File: src/elem_pkg.sv
// Purpose: shared constants and carriers for the submessage element decoder
// Assumes: 32-bit word stream input, one word per beat
// Notes: sequence numbers are 64 bits (high word first)
package elem_pkg;
    localparam int WORD_W = 32;
    localparam int SET_MAX_BITS = 256;
    localparam int SET_WORDS = 8;
    localparam logic [15:0] PAD_CODE = 16'h0000;
    localparam logic [15:0] END_CODE = 16'h0001;
    localparam logic [31:0] IPV4_UDP_KIND = 32'h0000_0001;
    localparam logic [8:0] BITS_MAX = 9'h100;

    typedef enum logic [2:0] {
        MODE_SEQ_SET,
        MODE_FRAG_SET,
        MODE_PLIST,
        MODE_LOC4
    } mode_e;

    // decoded element record handed to protocol logic
    typedef struct packed {
        logic [2:0] kind;
        logic [15:0] code;
        logic [15:0] len;
        logic [31:0] data;
        logic last;
    } elem_s;

    localparam logic [2:0] K_SET_HDR = 3'h0;
    localparam logic [2:0] K_PARAM_HDR = 3'h1;
    localparam logic [2:0] K_PARAM_WORD = 3'h2;
    localparam logic [2:0] K_LOCATOR = 3'h3;
    localparam logic [2:0] K_LIST_END = 3'h4;
endpackage

File: src/submsg_element_decoder.sv
// Purpose: decode sequence/fragment sets, tagged value lists, ipv4 locators
// Assumes: words already aligned to element start; endian flag is per run
// Notes: set bitmap kept internally for membership queries
//
// Contract
// - set holds base plus up to 256 bits
// - bitmap bit one means member, zero absent
// - member needs base<=n<base+count and bit set
// - word d/32, bit 31-d%32, base at msb
// - valid needs base>=1, 0<count<=256
// - consume exactly (count+31)/32 bitmap words
// - wire order base, count, then bitmap
// - fragment set uses same layout, 32-bit base
// - entries start on 4-byte list boundary
// - entry: 16-bit code, 16-bit length, value
// - length is octets to next code, 4-multiple
// - value alignment restarts at first value octet
// - repeated codes each delivered separately
// - code 0 padding, code 1 list end
// - stop at end marker, ignore its length
// - padding skipped by its length
// - primitives aligned to own size in stream
// - compact locator is one udp ipv4 entry
// - endian flag set means little-endian fields
`timescale 1ns/1ps
module submsg_element_decoder (
    // clock and reset
    input wire logic clk_in,
    input wire logic srst_in,
    // control
    input wire logic start_in,
    input wire elem_pkg::mode_e mode_in,
    input wire logic little_endian_in,
    input wire logic [15:0] avail_bytes_in,
    input wire logic [15:0] known_code_mask_in,
    // word stream from transport
    input wire logic word_valid_in,
    input wire logic [31:0] word_in,
    output logic word_ready_out,
    // decoded elements to protocol logic
    output logic elem_valid_out,
    input wire logic elem_ready_in,
    output elem_pkg::elem_s elem_out,
    // membership query
    input wire logic [63:0] query_num_in,
    output logic query_member_out,
    // status
    output logic busy_out,
    output logic done_out,
    output logic set_valid_out,
    output logic format_error_out,
    output logic [63:0] set_base_number_out,
    output logic [31:0] set_bit_count_out
);
    typedef enum logic [3:0] {
        ST_IDLE, ST_BASE_HI, ST_BASE_LO, ST_COUNT, ST_BITMAP,
        ST_PHDR, ST_PVAL, ST_LOC_KIND, ST_LOC_ADDR, ST_LOC_PORT
    } state_e;

    state_e state_reg;
    logic little_reg;
    logic [63:0] base_reg;
    logic [31:0] count_reg;
    logic [3:0] words_left_reg;
    logic [3:0] word_idx_reg;
    logic [31:0] bitmap_reg [elem_pkg::SET_WORDS];
    logic [15:0] val_left_reg;
    logic [15:0] code_reg;
    logic [15:0] list_pos_reg;
    logic [15:0] avail_reg;
    logic [31:0] addr_reg;
    logic done_reg;
    logic err_reg;
    logic valid_reg;

    // two-entry skid buffer toward protocol logic
    elem_pkg::elem_s buf_reg [2];
    logic [1:0] cnt_reg;
    logic rd_ptr_reg;
    logic wr_ptr_reg;
    logic push;
    logic pop;
    elem_pkg::elem_s push_data;

    logic [31:0] w;
    logic take;
    logic [15:0] hdr_code;
    logic [15:0] hdr_len;
    logic [3:0] need_words;
    logic hdr_bad;

    // byte swap when sender used little-endian order
    assign w = little_reg ? {word_in[7:0], word_in[15:8],
                             word_in[23:16], word_in[31:24]} : word_in;
    // no input taken unless an output slot is free, so no word is lost
    assign word_ready_out = (state_reg != ST_IDLE) && (cnt_reg != 2'd2);
    assign take = word_valid_in && word_ready_out;
    // a little-endian entry header keeps code in low half after swap
    assign hdr_code = little_reg ? w[15:0] : w[31:16];
    assign hdr_len = little_reg ? w[31:16] : w[15:0];
    // counts above 256 abort first, so four bits hold the result
    assign need_words = 4'((33'(w) + 33'd31) >> 5);
    // a bad header is dropped, so no orphan header reaches the consumer
    assign hdr_bad = (hdr_len[1:0] != 2'b00) ||
                     (list_pos_reg + 16'd4 + hdr_len >= avail_reg);

    always_comb begin
        push = 1'b0;
        push_data = '0;
        if (take) begin
            case (state_reg)
                ST_COUNT: begin
                    push = 1'b1;
                    push_data.kind = elem_pkg::K_SET_HDR;
                    push_data.data = w;
                end
                ST_PHDR: begin
                    // padding and unknown codes produce no output
                    // codes 16 and up pass unless the header is bad; the mask covers the rest
                    if (hdr_code == elem_pkg::END_CODE) begin
                        push = 1'b1;
                        push_data.kind = elem_pkg::K_LIST_END;
                        push_data.code = hdr_code;
                        push_data.last = 1'b1;
                    end else if (hdr_bad) begin
                        push = 1'b0;
                    end else if (hdr_code != elem_pkg::PAD_CODE &&
                                 hdr_code < 16'd16 &&
                                 known_code_mask_in[hdr_code[3:0]]) begin
                        push = 1'b1;
                        push_data.kind = elem_pkg::K_PARAM_HDR;
                        push_data.code = hdr_code;
                        push_data.len = hdr_len;
                    end else if (hdr_code >= 16'd16) begin
                        push = 1'b1;
                        push_data.kind = elem_pkg::K_PARAM_HDR;
                        push_data.code = hdr_code;
                        push_data.len = hdr_len;
                    end
                end
                ST_PVAL: begin
                    // known entry words pass through, each word aligned at 0
                    if (code_reg != elem_pkg::PAD_CODE &&
                        (code_reg >= 16'd16 ||
                         known_code_mask_in[code_reg[3:0]])) begin
                        push = 1'b1;
                        push_data.kind = elem_pkg::K_PARAM_WORD;
                        push_data.code = code_reg;
                        push_data.data = w;
                        push_data.last = (val_left_reg == 16'd4);
                    end
                end
                ST_LOC_PORT: begin
                    // address rides in code and len, one entry per locator
                    push = 1'b1;
                    push_data.kind = elem_pkg::K_LOCATOR;
                    push_data.code = addr_reg[31:16];
                    push_data.len = addr_reg[15:0];
                    push_data.data = w;
                    push_data.last = 1'b1;
                end
                default: push = 1'b0;
            endcase
        end
    end

    // control state machine
    always_ff @(posedge clk_in) begin
        if (srst_in) begin
            state_reg <= ST_IDLE;
            little_reg <= 1'b0;
            base_reg <= 64'h0000_0000_0000_0000;
            count_reg <= 32'h0000_0000;
            words_left_reg <= 4'h0;
            word_idx_reg <= 4'h0;
            val_left_reg <= 16'h0000;
            code_reg <= 16'h0000;
            list_pos_reg <= 16'h0000;
            avail_reg <= 16'h0000;
            addr_reg <= 32'h0000_0000;
            done_reg <= 1'b0;
            err_reg <= 1'b0;
        end else if (state_reg == ST_IDLE) begin
            if (start_in) begin
                done_reg <= 1'b0;
                err_reg <= 1'b0;
                little_reg <= little_endian_in;
                avail_reg <= avail_bytes_in;
                list_pos_reg <= 16'h0000;
                word_idx_reg <= 4'h0;
                // mode is sampled only here; later changes wait for a new run
                case (mode_in)
                    elem_pkg::MODE_SEQ_SET: state_reg <= ST_BASE_HI;
                    elem_pkg::MODE_FRAG_SET: state_reg <= ST_BASE_LO;
                    elem_pkg::MODE_PLIST: state_reg <= ST_PHDR;
                    elem_pkg::MODE_LOC4: state_reg <= ST_LOC_ADDR;
                    default: state_reg <= ST_IDLE;
                endcase
                if (mode_in == elem_pkg::MODE_FRAG_SET) begin
                    base_reg <= 64'h0000_0000_0000_0000;
                end
            end
        end else if (take) begin
            // words arrive whole, so each 32-bit field sits 4-byte aligned
            list_pos_reg <= list_pos_reg + 16'd4;
            case (state_reg)
                ST_BASE_HI: begin
                    base_reg[63:32] <= w;
                    state_reg <= ST_BASE_LO;
                end
                ST_BASE_LO: begin
                    base_reg[31:0] <= w;
                    state_reg <= ST_COUNT;
                end
                ST_COUNT: begin
                    count_reg <= w;
                    if (w == 32'h0000_0000 || w > 32'(elem_pkg::BITS_MAX)) begin
                        // zero or too-long count: read nothing further, flag it
                        state_reg <= ST_IDLE;
                        done_reg <= 1'b1;
                        err_reg <= 1'b1;
                    end else begin
                        words_left_reg <= need_words;
                        state_reg <= ST_BITMAP;
                    end
                end
                ST_BITMAP: begin
                    word_idx_reg <= word_idx_reg + 4'd1;
                    words_left_reg <= words_left_reg - 4'd1;
                    // last pertinent word ends the set; no trailing word read
                    if (words_left_reg == 4'd1) begin
                        state_reg <= ST_IDLE;
                        done_reg <= 1'b1;
                    end
                end
                ST_PHDR: begin
                    code_reg <= hdr_code;
                    val_left_reg <= hdr_len;
                    if (hdr_code == elem_pkg::END_CODE) begin
                        state_reg <= ST_IDLE;
                        done_reg <= 1'b1;
                    end else if (hdr_bad) begin
                        state_reg <= ST_IDLE;
                        done_reg <= 1'b1;
                        err_reg <= 1'b1;
                    // zero length: the next word is already the next header
                    end else if (hdr_len != 16'h0000) begin
                        state_reg <= ST_PVAL;
                    end
                end
                ST_PVAL: begin
                    val_left_reg <= val_left_reg - 16'd4;
                    if (val_left_reg == 16'd4) begin
                        state_reg <= ST_PHDR;
                    end
                end
                ST_LOC_ADDR: begin
                    addr_reg <= w;
                    state_reg <= ST_LOC_PORT;
                end
                ST_LOC_PORT: begin
                    state_reg <= ST_IDLE;
                    done_reg <= 1'b1;
                end
                default: state_reg <= ST_IDLE;
            endcase
        end
    end

    // bitmap store, one entry per word, msb = base
    always_ff @(posedge clk_in) begin
        if (srst_in) begin
            for (int i = 0; i < elem_pkg::SET_WORDS; i++) begin
                bitmap_reg[i] <= 32'h0000_0000;
            end
        end else if (state_reg == ST_IDLE && start_in) begin
            // cleared on start so a short set shows no stale bits
            for (int i = 0; i < elem_pkg::SET_WORDS; i++) begin
                bitmap_reg[i] <= 32'h0000_0000;
            end
        end else if (take && state_reg == ST_BITMAP) begin
            bitmap_reg[word_idx_reg[2:0]] <= w;
        end
    end

    // set is valid once fully read with legal base and count
    always_ff @(posedge clk_in) begin
        if (srst_in) begin
            valid_reg <= 1'b0;
        end else if (state_reg == ST_IDLE && start_in) begin
            valid_reg <= 1'b0;
        end else if (take && state_reg == ST_BITMAP &&
                     words_left_reg == 4'd1) begin
            valid_reg <= (base_reg != 64'h0000_0000_0000_0000);
        end
    end

    // membership test; frag bases are zero-extended, one compare serves both
    logic [63:0] offset_from_base;
    logic [31:0] sel_word;
    logic in_range;
    assign offset_from_base = query_num_in - base_reg;
    assign in_range = (query_num_in >= base_reg) &&
                      (offset_from_base < {32'h0000_0000, count_reg});
    assign sel_word = bitmap_reg[offset_from_base[7:5]];
    assign query_member_out = valid_reg && in_range &&
                              sel_word[5'd31 - offset_from_base[4:0]];

    // output buffer
    assign pop = elem_valid_out && elem_ready_in;
    always_ff @(posedge clk_in) begin
        if (srst_in) begin
            cnt_reg <= 2'd0;
            rd_ptr_reg <= 1'b0;
            wr_ptr_reg <= 1'b0;
            buf_reg[0] <= '0;
            buf_reg[1] <= '0;
        end else begin
            if (push) begin
                buf_reg[wr_ptr_reg] <= push_data;
                wr_ptr_reg <= ~wr_ptr_reg;
            end
            if (pop) begin
                rd_ptr_reg <= ~rd_ptr_reg;
            end
            // push and pop together leave the count as it is
            cnt_reg <= cnt_reg + 2'(push) - 2'(pop);
        end
    end
    assign elem_valid_out = (cnt_reg != 2'd0);
    // data comes from buffer flops, never straight from the input
    assign elem_out = buf_reg[rd_ptr_reg];

    assign busy_out = (state_reg != ST_IDLE);
    assign done_out = done_reg;
    assign format_error_out = err_reg;
    assign set_valid_out = valid_reg;
    assign set_base_number_out = base_reg;
    assign set_bit_count_out = count_reg;
endmodule

File: config.mk
export PLATFORM = sky130hd
export DESIGN_NAME = submsg_element_decoder
export DESIGN_NICKNAME = d
export VERILOG_FILES = /design/src/elem_pkg.sv /design/src/submsg_element_decoder.sv
export SDC_FILE = /design/constraint.sdc
export NUM_CORES = 1
export LEC_CHECK = 0
export ABC_CLOCK_PERIOD_IN_PS = 10530
export BUFFER_PORTS_ARGS = -buffer_cell sky130_fd_sc_hd__buf_2
export CAP_MARGIN = 10
export CORE_UTILIZATION = 60
export CTS_BUF_LIST = sky130_fd_sc_hd__clkbuf_2
export DETAILED_ROUTE_END_ITERATION = 7
export GPL_ROUTABILITY_DRIVEN = 0
export MAX_ROUTING_LAYER = met4
export PLACE_DENSITY = 0.84
export SYNTH_ARGS = -nofsm -noshare
export SYNTH_HDL_FRONTEND = slang
export SYNTH_SLANG_ARGS = --single-unit
File: constraint.sdc
create_clock -name clk_in -period 10.53 [get_ports clk_in]
set_clock_uncertainty 0.05 [all_clocks]
set_input_delay 2.106 -clock clk_in [delete_from_list [all_inputs] [get_ports clk_in]]
set_output_delay 2.106 -clock clk_in [all_outputs]
set_load 0.05 [all_outputs]
### Yosys cells after proc, flatten, opt, wreduce, memory -nomap -nowiden

Memory sizes are Yosys's and may differ from the RTL's. A register that Yosys moved wholly into a read port is not among the register bits.
Index checks and enable logic that the tools add are counted.

| storage, ports and cells | value |
|---|---|
| register bits | 212 |
| bits in latches | 0 |
| bits in writable memories | 392 |
| memory bits (read-only) | 0 |
| input bits | 137 |
| output and inout bits | 171 |
| logic and storage cells | 223 |
| memories | 2 |

| operators by class | value |
|---|---|
| add/sub/neg operators | 10 |
| $mul | 0 |
| divide/modulo/power cells | 0 |
| $lt $le $gt $ge | 10 |
| equal/unequal tests | 25 |
| shift-type cells | 0 |
| muxes and demuxes | 97 |
| bitwise gates (word level) | 11 |
| reduce and logical (&&, ||, !) cells | 50 |

Memory list:

| memory | words | bits a word | read ports | clocked after memory_dff | write ports | line | RTL |
|---|---|---|---|---|---|---|---|
| bitmap_reg | 8 | 32 | 1 | 0 | 8 | submsg_element_decoder.sv:66 | `logic [31:0] bitmap_reg [elem_pkg::SET_WORDS];` |
| buf_reg | 2 | 68 | 1 | 1 | 2 | submsg_element_decoder.sv:77 | `elem_pkg::elem_s buf_reg [2];` |

Operators with widths:

| cell | count |
|---|---|
| $mux W32 | 12 |
| $mux W64 | 4 |
| $mux W68 | 2 |
| $mux W16 | 6 |
| $mux W35 | 2 |
| $reduce_or A68 Y1 | 1 |
| $mux W33 | 2 |
| $ge A64 B64 Y1 | 1 |
| $lt A64 B32 Y1 | 1 |
| $pmux W16 S2 | 2 |
| $pmux W32 S2 | 1 |
| $reduce_bool A64 Y1 | 1 |
| $sub A64 B64 Y64 | 1 |
| $mux W4 | 13 |
| $pmux W16 S3 | 1 |
| $reduce_bool A16 Y1 | 3 |
| $mux W1 | 37 |
| $ge A16 B5 Y1 const B | 2 |
| $gt A32 B9 Y1 const B | 1 |
| $logic_not A32 Y1 | 1 |
| $reduce_or A32 Y1 | 1 |
| $pmux W4 S7 | 1 |
| $mux W19 | 1 |
| $mux W18 | 1 |
| 51 further kinds | 105 |

### Logic depth before layout (Yosys ltp)

Gate-level depths: netlist of the first run.

| logic depth | value |
|---|---|
| depth after elaboration | 15 |
| depth in mapped cells | 33 |
| depth with buffers taken out | 29 |

### Least setup slack after synthesis of the first run

OpenSTA, ideal clock, no wires.

| path | value |
|---|---|
| path type | input to output |
| start | in query_num_in[0] |
| end | out query_member_out |
| data arrival time | 8388 ps |
| required time | 8374 ps |
| setup slack | -14 ps |
| stages | 26 |
| path buffers | 0 |
| path through | inv_1 > ha_1 > inv_1 > fa_1 > a211o_1 > a21o_1 > and4_1 > a211oi_1 > a21oi_1 > a21oi_1 > nor2_1 > nor2_1 > xnor2_1 > ha_1 > nand4_1 > nor2_1 > a221oi_1 > o21ai_1 > or4_4 > a2111oi_4 > nand4_1 > or4_1 > a2111o_1 > nor4_2 > nand4_1 > nor4_2 |

| between the ends | value |
|---|---|
| cells in the longest elaborated chain, start to end | 5 |
| elaborated cells between the ends (all ways) | 10 |

Ends and longest elaborated chain:

| item | line | RTL |
|---|---|---|
| start: declaration | submsg_element_decoder.sv:45 | `input wire logic [63:0] query_num_in,` |
| $sub A64 B64 Y64 | submsg_element_decoder.sv:302 | `assign offset_from_base = query_num_in - base_reg;` |
| $lt A64 B32 Y1, or another cell as far along | submsg_element_decoder.sv:304 | `(offset_from_base < {32'h0000_0000, count_reg});` |
| $logic_and A1 B1 Y1 / $bmux W1 S5 (equally long branches) | submsg_element_decoder.sv:303, submsg_element_decoder.sv:307 |  |
| $logic_and A1 B1 Y1 / $mux W1 (equally long branches) | submsg_element_decoder.sv:306, submsg_element_decoder.sv:307 |  |
| $logic_and A1 B1 Y1 (*) | submsg_element_decoder.sv:306 | `assign query_member_out = valid_reg && in_range &&` |
| end: declaration | submsg_element_decoder.sv:46 | `output logic query_member_out,` |

Mark *: on every way between the ends. The rest lies on a longest branch, timed or not. The select of a mux whose other input is x is not followed.

### Final worst setup path of the first run

Same ends and word-level chain as after synthesis.

==> flow_summary_export.csv, run 1 <==
group,metric,value,unit
grt,grt_max_degree,85,
worst_setup_path,worstReg2RegEnd,"buf_reg[1][21]",
power,ir_worst_vdd,0.0002278,V
yosys,synth_fp_nets,3725,
clock_tree,ctsHoldBuffers,0,
clock_tree,numClockSinks,602,
clock_tree,clkLatencyLatePin,1.30,ns
timing,final.setup.tns,0,ns
power,cell_internal_pwr,4460,uW
power,p_switching,3251,uW
die,fp.coreArea,54130,um^2
grt,met2_usage,55.00,%
clock_tree,cts.htree.levels,4,
grt,grt_pass1_vias,27800,
timing,setup-violations-final,0,
cells_and_area,nFillCells,4111,
placement,io_buffers,307,
timing,period_needed,10.32,ns
die,pin_count,308,
timing,drv_slew,0,
cells_and_area,drive_gt1_share,21.31,%
status,status,"finished, violations left",
yosys,syn_area,33130,um^2
grt,grt_first_pass_wirelength,158.3,mm
placement,post-dp-hpwl,72.84,mm
grt,grt.busiest_layer,"met2",
yosys,synth_area_leaders,"edfxtp_1 (36%), dfxtp_1 (13%), nor2_1 (7.8%)",
worst_setup_path,worst-r2r-cell-count,21,
clock_tree,root_buffer,"clkbuf_2",
timing,worst_pin_slew,1.327,ns
worst_setup_path,ff2ff_setup_slack,2.88,ns
timing,period_share,98.04,%
power,powerDensity,209.4,nW/um^2
worst_setup_path,path_class,"in2out",
yosys,postSynthCellCount,3453,
timing,hold_viol,0,
yosys,ys_ff_latch,602,
yosys,ys_warn_count,0,
yosys,synth_top_cell_by_area,"edfxtp_1",
worst_setup_path,slowest_delay,0.51,ns
grt,use_met3,12.56,%
power,pwr-share-clk,20.5,%
die,initial_core_util,61.19,%
grt,grt_antenna_before_repair,3,
grt,grt_overflow,0,
grt,grtUsageMet1,46.60,%
routing,first_iter_violations,3836,
cells_and_area,largest_register_ffs,256,
routing,wirelength,106.5,mm
yosys,synthFlopType,"edfxtp_1",
worst_setup_path,required,8.37,ns
timing,slew_headroom,9.220,%
power,total_power,7711,uW
cells_and_area,final_nets,4043,
routing,vias,29580,
cells_and_area,area_growth,11.14,%
min_path,hold_class,"reg2reg",
yosys,seq_area_frac_synth,48.22,%
clock_tree,clk_pin_slew_worst_paths,0.07,ns
yosys,ys_types,88,
power,sw_frac_of_total,42.16,%
die,dieArea,56150,um^2
clock_tree,cts_buffers,149,
clock_tree,cts_tree,"built",
timing,fmax,96.86,MHz
routing,via_per_inst,6.462,
grt,track_usage,38.45,%
routing,post_drt_wl_per_cell,23.28,um
yosys,synthArstFlopShare,0,%
worst_setup_path,cp_slowest_cell,"or4_4",
worst_setup_path,reg2reg_from,"little_reg",
worst_setup_path,crit_arrival,8.17,ns
job,max_cap_violations,0,
worst_setup_path,crit_path_max_fanout,4,
power,power_frac_seq,39.6,%
status,violations,"design-rule violations",
routing,postRouteAntennaNets,0,
worst_setup_path,cp-start-kind,"input port",
yosys,syn_avg_cell_area,9.594,um^2
routing,firstDrtPassIters,8,
power,combPwrFrac,39.9,%
yosys,synth_edf_count,392,
power,p_leak,0.01455,uW
clock_tree,clk_path_buf_depth,3,
die,placementRows,85,
routing,remaining_drc_errors,5,
worst_setup_path,endpoint_kind,"output pin",
die,die_h,237.0,um
worst_setup_path,critPathLaunch,"query_num_in[0]",
die,die_x,237.0,um
worst_setup_path,endpoint,"query_member_out",
yosys,yosys.area.top_type_share,35.53,%
## Yosys cell counts, drive strengths merged, types with 16 or more instances
| library cell | instances |
|---|---|
| nor2 | 684 |
| edfxtp | 392 |
| a21oi | 275 |
| nand2 | 229 |
| dfxtp | 210 |
| clkbuf | 187 |
| inv | 154 |
| ha | 134 |
| nor3 | 122 |
| mux2i | 115 |
| o21ai | 111 |
| a211oi | 85 |
| mux2 | 71 |
| a21o | 52 |
| xnor2 | 51 |
| nand3 | 50 |
| buf | 47 |
| nand4 | 47 |
| nor2b | 42 |
| nor4 | 41 |
| mux4 | 40 |
| xor2 | 32 |
| a22oi | 25 |
| o21a | 22 |
| and3 | 20 |
| nand2b | 17 |
| a222oi | 16 |
## layout make-up
class	instances	area, um^2	area share [%]
clock buffers	215	1076	2.923
multi-input cells	2463	15780	42.86
clock inverters	41	265.3	0.7205
flip-flops and latches	602	15980	43.41
repair buffers	401	2255	6.124
inverters	154	578.1	1.570
diodes	5	12.51	0.03398
well taps	696	870.8	2.365
## placed cells by master, fill, tap and decap left out, types with 9 or more instances in the layout
| cell type | count |
|---|---|
| ha_1 | 133 |
| buf_4 | 94 |
| a222oi_1 | 16 |
| mux2i_1 | 113 |
| or2_2 | 9 |
| or3_1 | 13 |
| buf_2 | 305 |
| mux4_2 | 40 |
| and2_1 | 10 |
| nor4_1 | 38 |
| xnor2_1 | 50 |
| a21o_1 | 49 |
| a2111oi_0 | 9 |
| nor3_1 | 122 |
| a22oi_1 | 25 |
| and3_1 | 20 |
| edfxtp_1 | 392 |
| nand4_1 | 47 |
| dfxtp_1 | 208 |
| nor2_1 | 682 |
| inv_1 | 151 |
| o21a_1 | 20 |
| a21oi_2 | 35 |
| a21oi_1 | 239 |
| mux2_2 | 71 |
| a31oi_1 | 12 |
| nand2b_1 | 17 |
| o21ai_0 | 102 |
| clkbuf_2 | 215 |
| nand2_1 | 227 |
| o22ai_1 | 13 |
| clkinv_1 | 26 |
| a221oi_1 | 9 |
| a211oi_1 | 82 |
| xor2_1 | 32 |
| nand3_1 | 50 |
| o21bai_1 | 10 |
| nor2b_1 | 42 |
| o211ai_1 | 11 |
## repair_timing
item | CTS | global route
buffers inserted | 0 | 3
setup endpoints to repair | 0 | 1
gates resized for setup | 0 | 16
## worst min-delay path by stage
stage / endpoint / slack, ns / from / cells past startpoint
floorplan: avail_reg[10] / 0.39 / avail_reg[10] / 2
global placement: avail_reg[15] / 0.39 / avail_reg[15] / 2
detailed placement: avail_reg[10] / 0.40 / avail_reg[10] / 2
CTS: avail_reg[11] / 0.41 / avail_reg[11] / 2
global route: avail_reg[6] / 0.42 / avail_reg[6] / 2
finish: avail_reg[11] / 0.41 / avail_reg[11] / 2
## layer usage
layer | wire length [um] | up-vias
met5 | 0 | -
met4 | 7660 | 0
met3 | 15610 | 539
met2 | 45730 | 2240
met1 | 37540 | 13640
li1 | - | 13160
## cell families after synthesis
| logic type | after synthesis | share of synthesized area (%) |
|---|---|---|
| other cells | 1 | 0.01132 |
| fa+ha+maj | 135 | 5.122 |
| buf+inv | 388 | 4.763 |
| flops | 602 | 48.22 |
| xor+xnor | 83 | 2.194 |
| simple gates | 1305 | 17.27 |
| mux | 226 | 8.608 |
| compound gates | 713 | 13.81 |
## critical path: cells and delay by family
kind / cells / cell delay (ns)
compound gates: 9 / 1.92
simple gates: 11 / 2.54
fa+ha+maj: 3 / 0.90
xor+xnor: 1 / 0.10
buf+inv: 5 / 0.58
## power groups by stage
stage               clock [uW]  sequential [uW]  combinational [uW]
floorplan                    0             3130                2030
global placement             0             3080                2920
detailed placement           0             3100                2970
CTS                       1600             3050                2980
global route              1700             3080                3230
finish                    1580             3050                3070
## stage by stage
| stage | setup slack [ns] | util (%) | hold WS [ns] | cells | area (um^2) |
|---|---|---|---|---|---|
| floorplan | 0.2535 | - | 0.3863 | 3453 | 33140 |
| global placement | 0.07984 | 65.38 | 0.3930 | 4313 | 35390 |
| detailed placement | 0.06044 | 65.38 | 0.3980 | 4313 | 35390 |
| CTS | 0.02483 | 67.86 | 0.4091 | 4569 | 36740 |
| global route | -0.003757 | 68.00 | 0.4218 | 4575 | 36810 |
| finish | 0.2060 | 68.01 | 0.4071 | 4577 | 36820 |
Power figures use the tool's default switching activity.
==> run 2, diff against run 1 <==
- CORE_ASPECT_RATIO: unset -> 1.2
- GPL_ROUTABILITY_DRIVEN: 0 -> unset
==> flow_summary_export.csv, run 2 (same netlist as run 1, synthesis figures left out) <==
group,metric,value,unit
status,status,"finished, final reports clean",
grt,grt_overflow,0,
power,ir_worst_vdd,0.0002293,V
min_path,holdPathEnd,"avail_reg[4]",
die,fp.coreArea,54690,um^2
clock_tree,clkLatencyLatePin,1.34,ns
clock_tree,ctsHoldBuffers,0,
placement,io_buffers,307,
cells_and_area,seq_area,15980,um^2
worst_setup_path,worst-r2r-cell-count,24,
worst_setup_path,endpoint_kind,"output pin",
cells_and_area,mostFrequentLayoutCells,"nor2_1 (682), edfxtp_1 (392), buf_2 (305)",
timing,slew_headroom,15.24,%
timing,worst_pin_slew,1.271,ns
grt,grt_pass1_vias,27950,
worst_setup_path,cp-start-kind,"input port",
routing,wirelength,109.6,mm
worst_setup_path,worstReg2RegEnd,"buf_reg[0][13]",
routing,via_per_inst,6.304,
die,initial_core_util,60.57,%
clock_tree,clk_path_buf_depth,3,
routing,postRouteAntennaNets,0,
timing,hold_ws,0.4080,ns
cells_and_area,largest_register_ffs,256,
die,pin_count,308,
min_path,hold_class,"reg2reg",
grt,grt_antenna_before_repair,7,
grt,grt_max_degree,76,
power,powerDensity,208.1,nW/um^2
cells_and_area,drive_gt1_share,21.51,%
min_path,whs_path_depth,2,
cells_and_area,area_growth,11.75,%
cells_and_area,final_nets,4050,
die,die_x,216.5,um
cells_and_area,postLayoutCoreUtil,67.69,%
routing,wl_met1,38.61,mm
routing,post_drt_wl_per_cell,23.71,um
cells_and_area,multi_input_comb_area,15800,um^2
job,max_cap_violations,0,
die,placementRows,94,
timing,period_share,96.69,%
clock_tree,cts_tree,"built",
worst_setup_path,required,8.37,ns
timing,fin_ws,0.3489,ns
clock_tree,clk_pin_slew_worst_paths,0.09,ns
routing,wl_met3,12.36,mm
die,die_h,259.4,um
clock_tree,cts.htree.levels,4,
timing,fmax,98.22,MHz
placement,place_ws,-0.02155,ns
grt,grt_first_pass_wirelength,162.8,mm
worst_setup_path,path_class,"in2out",
min_path,min-delay-start,"avail_reg[4]",
placement,gp_congestion,0.9969,
routing,firstDrtPassIters,6,
placement,post-dp-hpwl,76.74,mm
timing,hold_viol,0,
timing,rsz0062_at_grt,"no",
routing,first_iter_violations,3631,
worst_setup_path,ff2ff_setup_slack,2.71,ns
worst_setup_path,reg2reg_from,"little_reg",
clock_tree,root_buffer,"clkbuf_2",
routing,vias,29160,
die,dieArea,56160,um^2
routing,remaining_drc_errors,0,
timing,drv_slew,0,
timing,period_needed,10.18,ns
cells_and_area,final_common_cell,"nor2_1",
clock_tree,cts_buffers,146,
clock_tree,numClockSinks,602,
power,total_power,7705,uW
worst_setup_path,crit_arrival,8.03,ns
cells_and_area,nFillCells,4220,
cells_and_area,final_cell_area,37020,um^2
routing,route.met2.wl,51.93,mm
power,p_leak,0.01462,uW
placement,dpl_cell_area,35550,um^2
worst_setup_path,crit_path_max_fanout,3,
routing,top_layer_used,"met4",
grt,track_usage,39.86,%
timing,setup-violations-final,0,
[run 2: how the worst max path moves through the flow]
stage / cells after the start / endpoint / slack, ns / startpoint
floorplan: 26 / query_member_out / 0.25 / query_num_in[0]
global placement: 29 / query_member_out / 0.02 / query_num_in[0]
detailed placement: 29 / query_member_out / -0.02 / query_num_in[0]
CTS: 29 / query_member_out / 0.007 / query_num_in[0]
global route: 28 / query_member_out / 0.01 / query_num_in[0]
finish: 28 / query_member_out / 0.35 / query_num_in[0]
[run 2: where the power goes]
group / internal [uW] / switching, uW / total, uW
clock network: 582 / 972 / 1550
registers: 2880 / 183 / 3060
logic: 988 / 2100 / 3090
[run 2: cell type report]
type | instances | area share (%)
diodes | 10 | 0.06760
clock buffers | 200 | 2.704
clock inverters | 65 | 0.9700
inverters | 154 | 1.561
multi-input cells | 2463 | 42.69
flip-flops and latches | 602 | 43.17
well taps | 720 | 2.433
repair buffers | 411 | 6.405
[run 2: metal layers]
| metal | global-route usage, % | up-vias |
|---|---|---|
| met4 | 23.10 | 0 |
| met1 | 45.92 | 13730 |
| met3 | 10.15 | 434 |
| met2 | 63.10 | 1835 |
| li1 | - | 13160 |
| met5 | - | - |
[run 2: timing repair]
action	in CTS	in global routing
gates resized for setup	1	14
pin swaps	0	13
endpoints found under the setup margin	1	1
setup buffers	0	3
[run 2: worst max-delay path: stages]
cell and delay, ns:
buf_2 0.12, inv_1 0.06, ha_2 0.19, inv_1 0.06, fa_2 0.34, a211o_1 0.32, a21o_1 0.19, and4_1 0.18
a211oi_2 0.21, buf_4 0.16, a21oi_2 0.07, a21oi_2 0.15, buf_4 0.14, xnor2_1 0.11, ha_1 0.28, a21oi_1 0.14
nand2_1 0.07, a21o_1 0.17, a2111oi_0 0.39, o22ai_1 0.24, a2111oi_4 0.30, nand4_1 0.14, or4_1 0.43, a2111o_1 0.42
nor4_2 0.26, nand4_1 0.17, nor4_4 0.37, buf_6 0.21
[run 2: per-stage QoR]
stage          TNS [ns]  std cells
4_1_cts               0       4611
6_report              0       4625
3_5_place_dp   -0.02155       4346
5_1_grt               0       4623
2_1_floorplan         0       3453
3_3_place_gp          0       4346
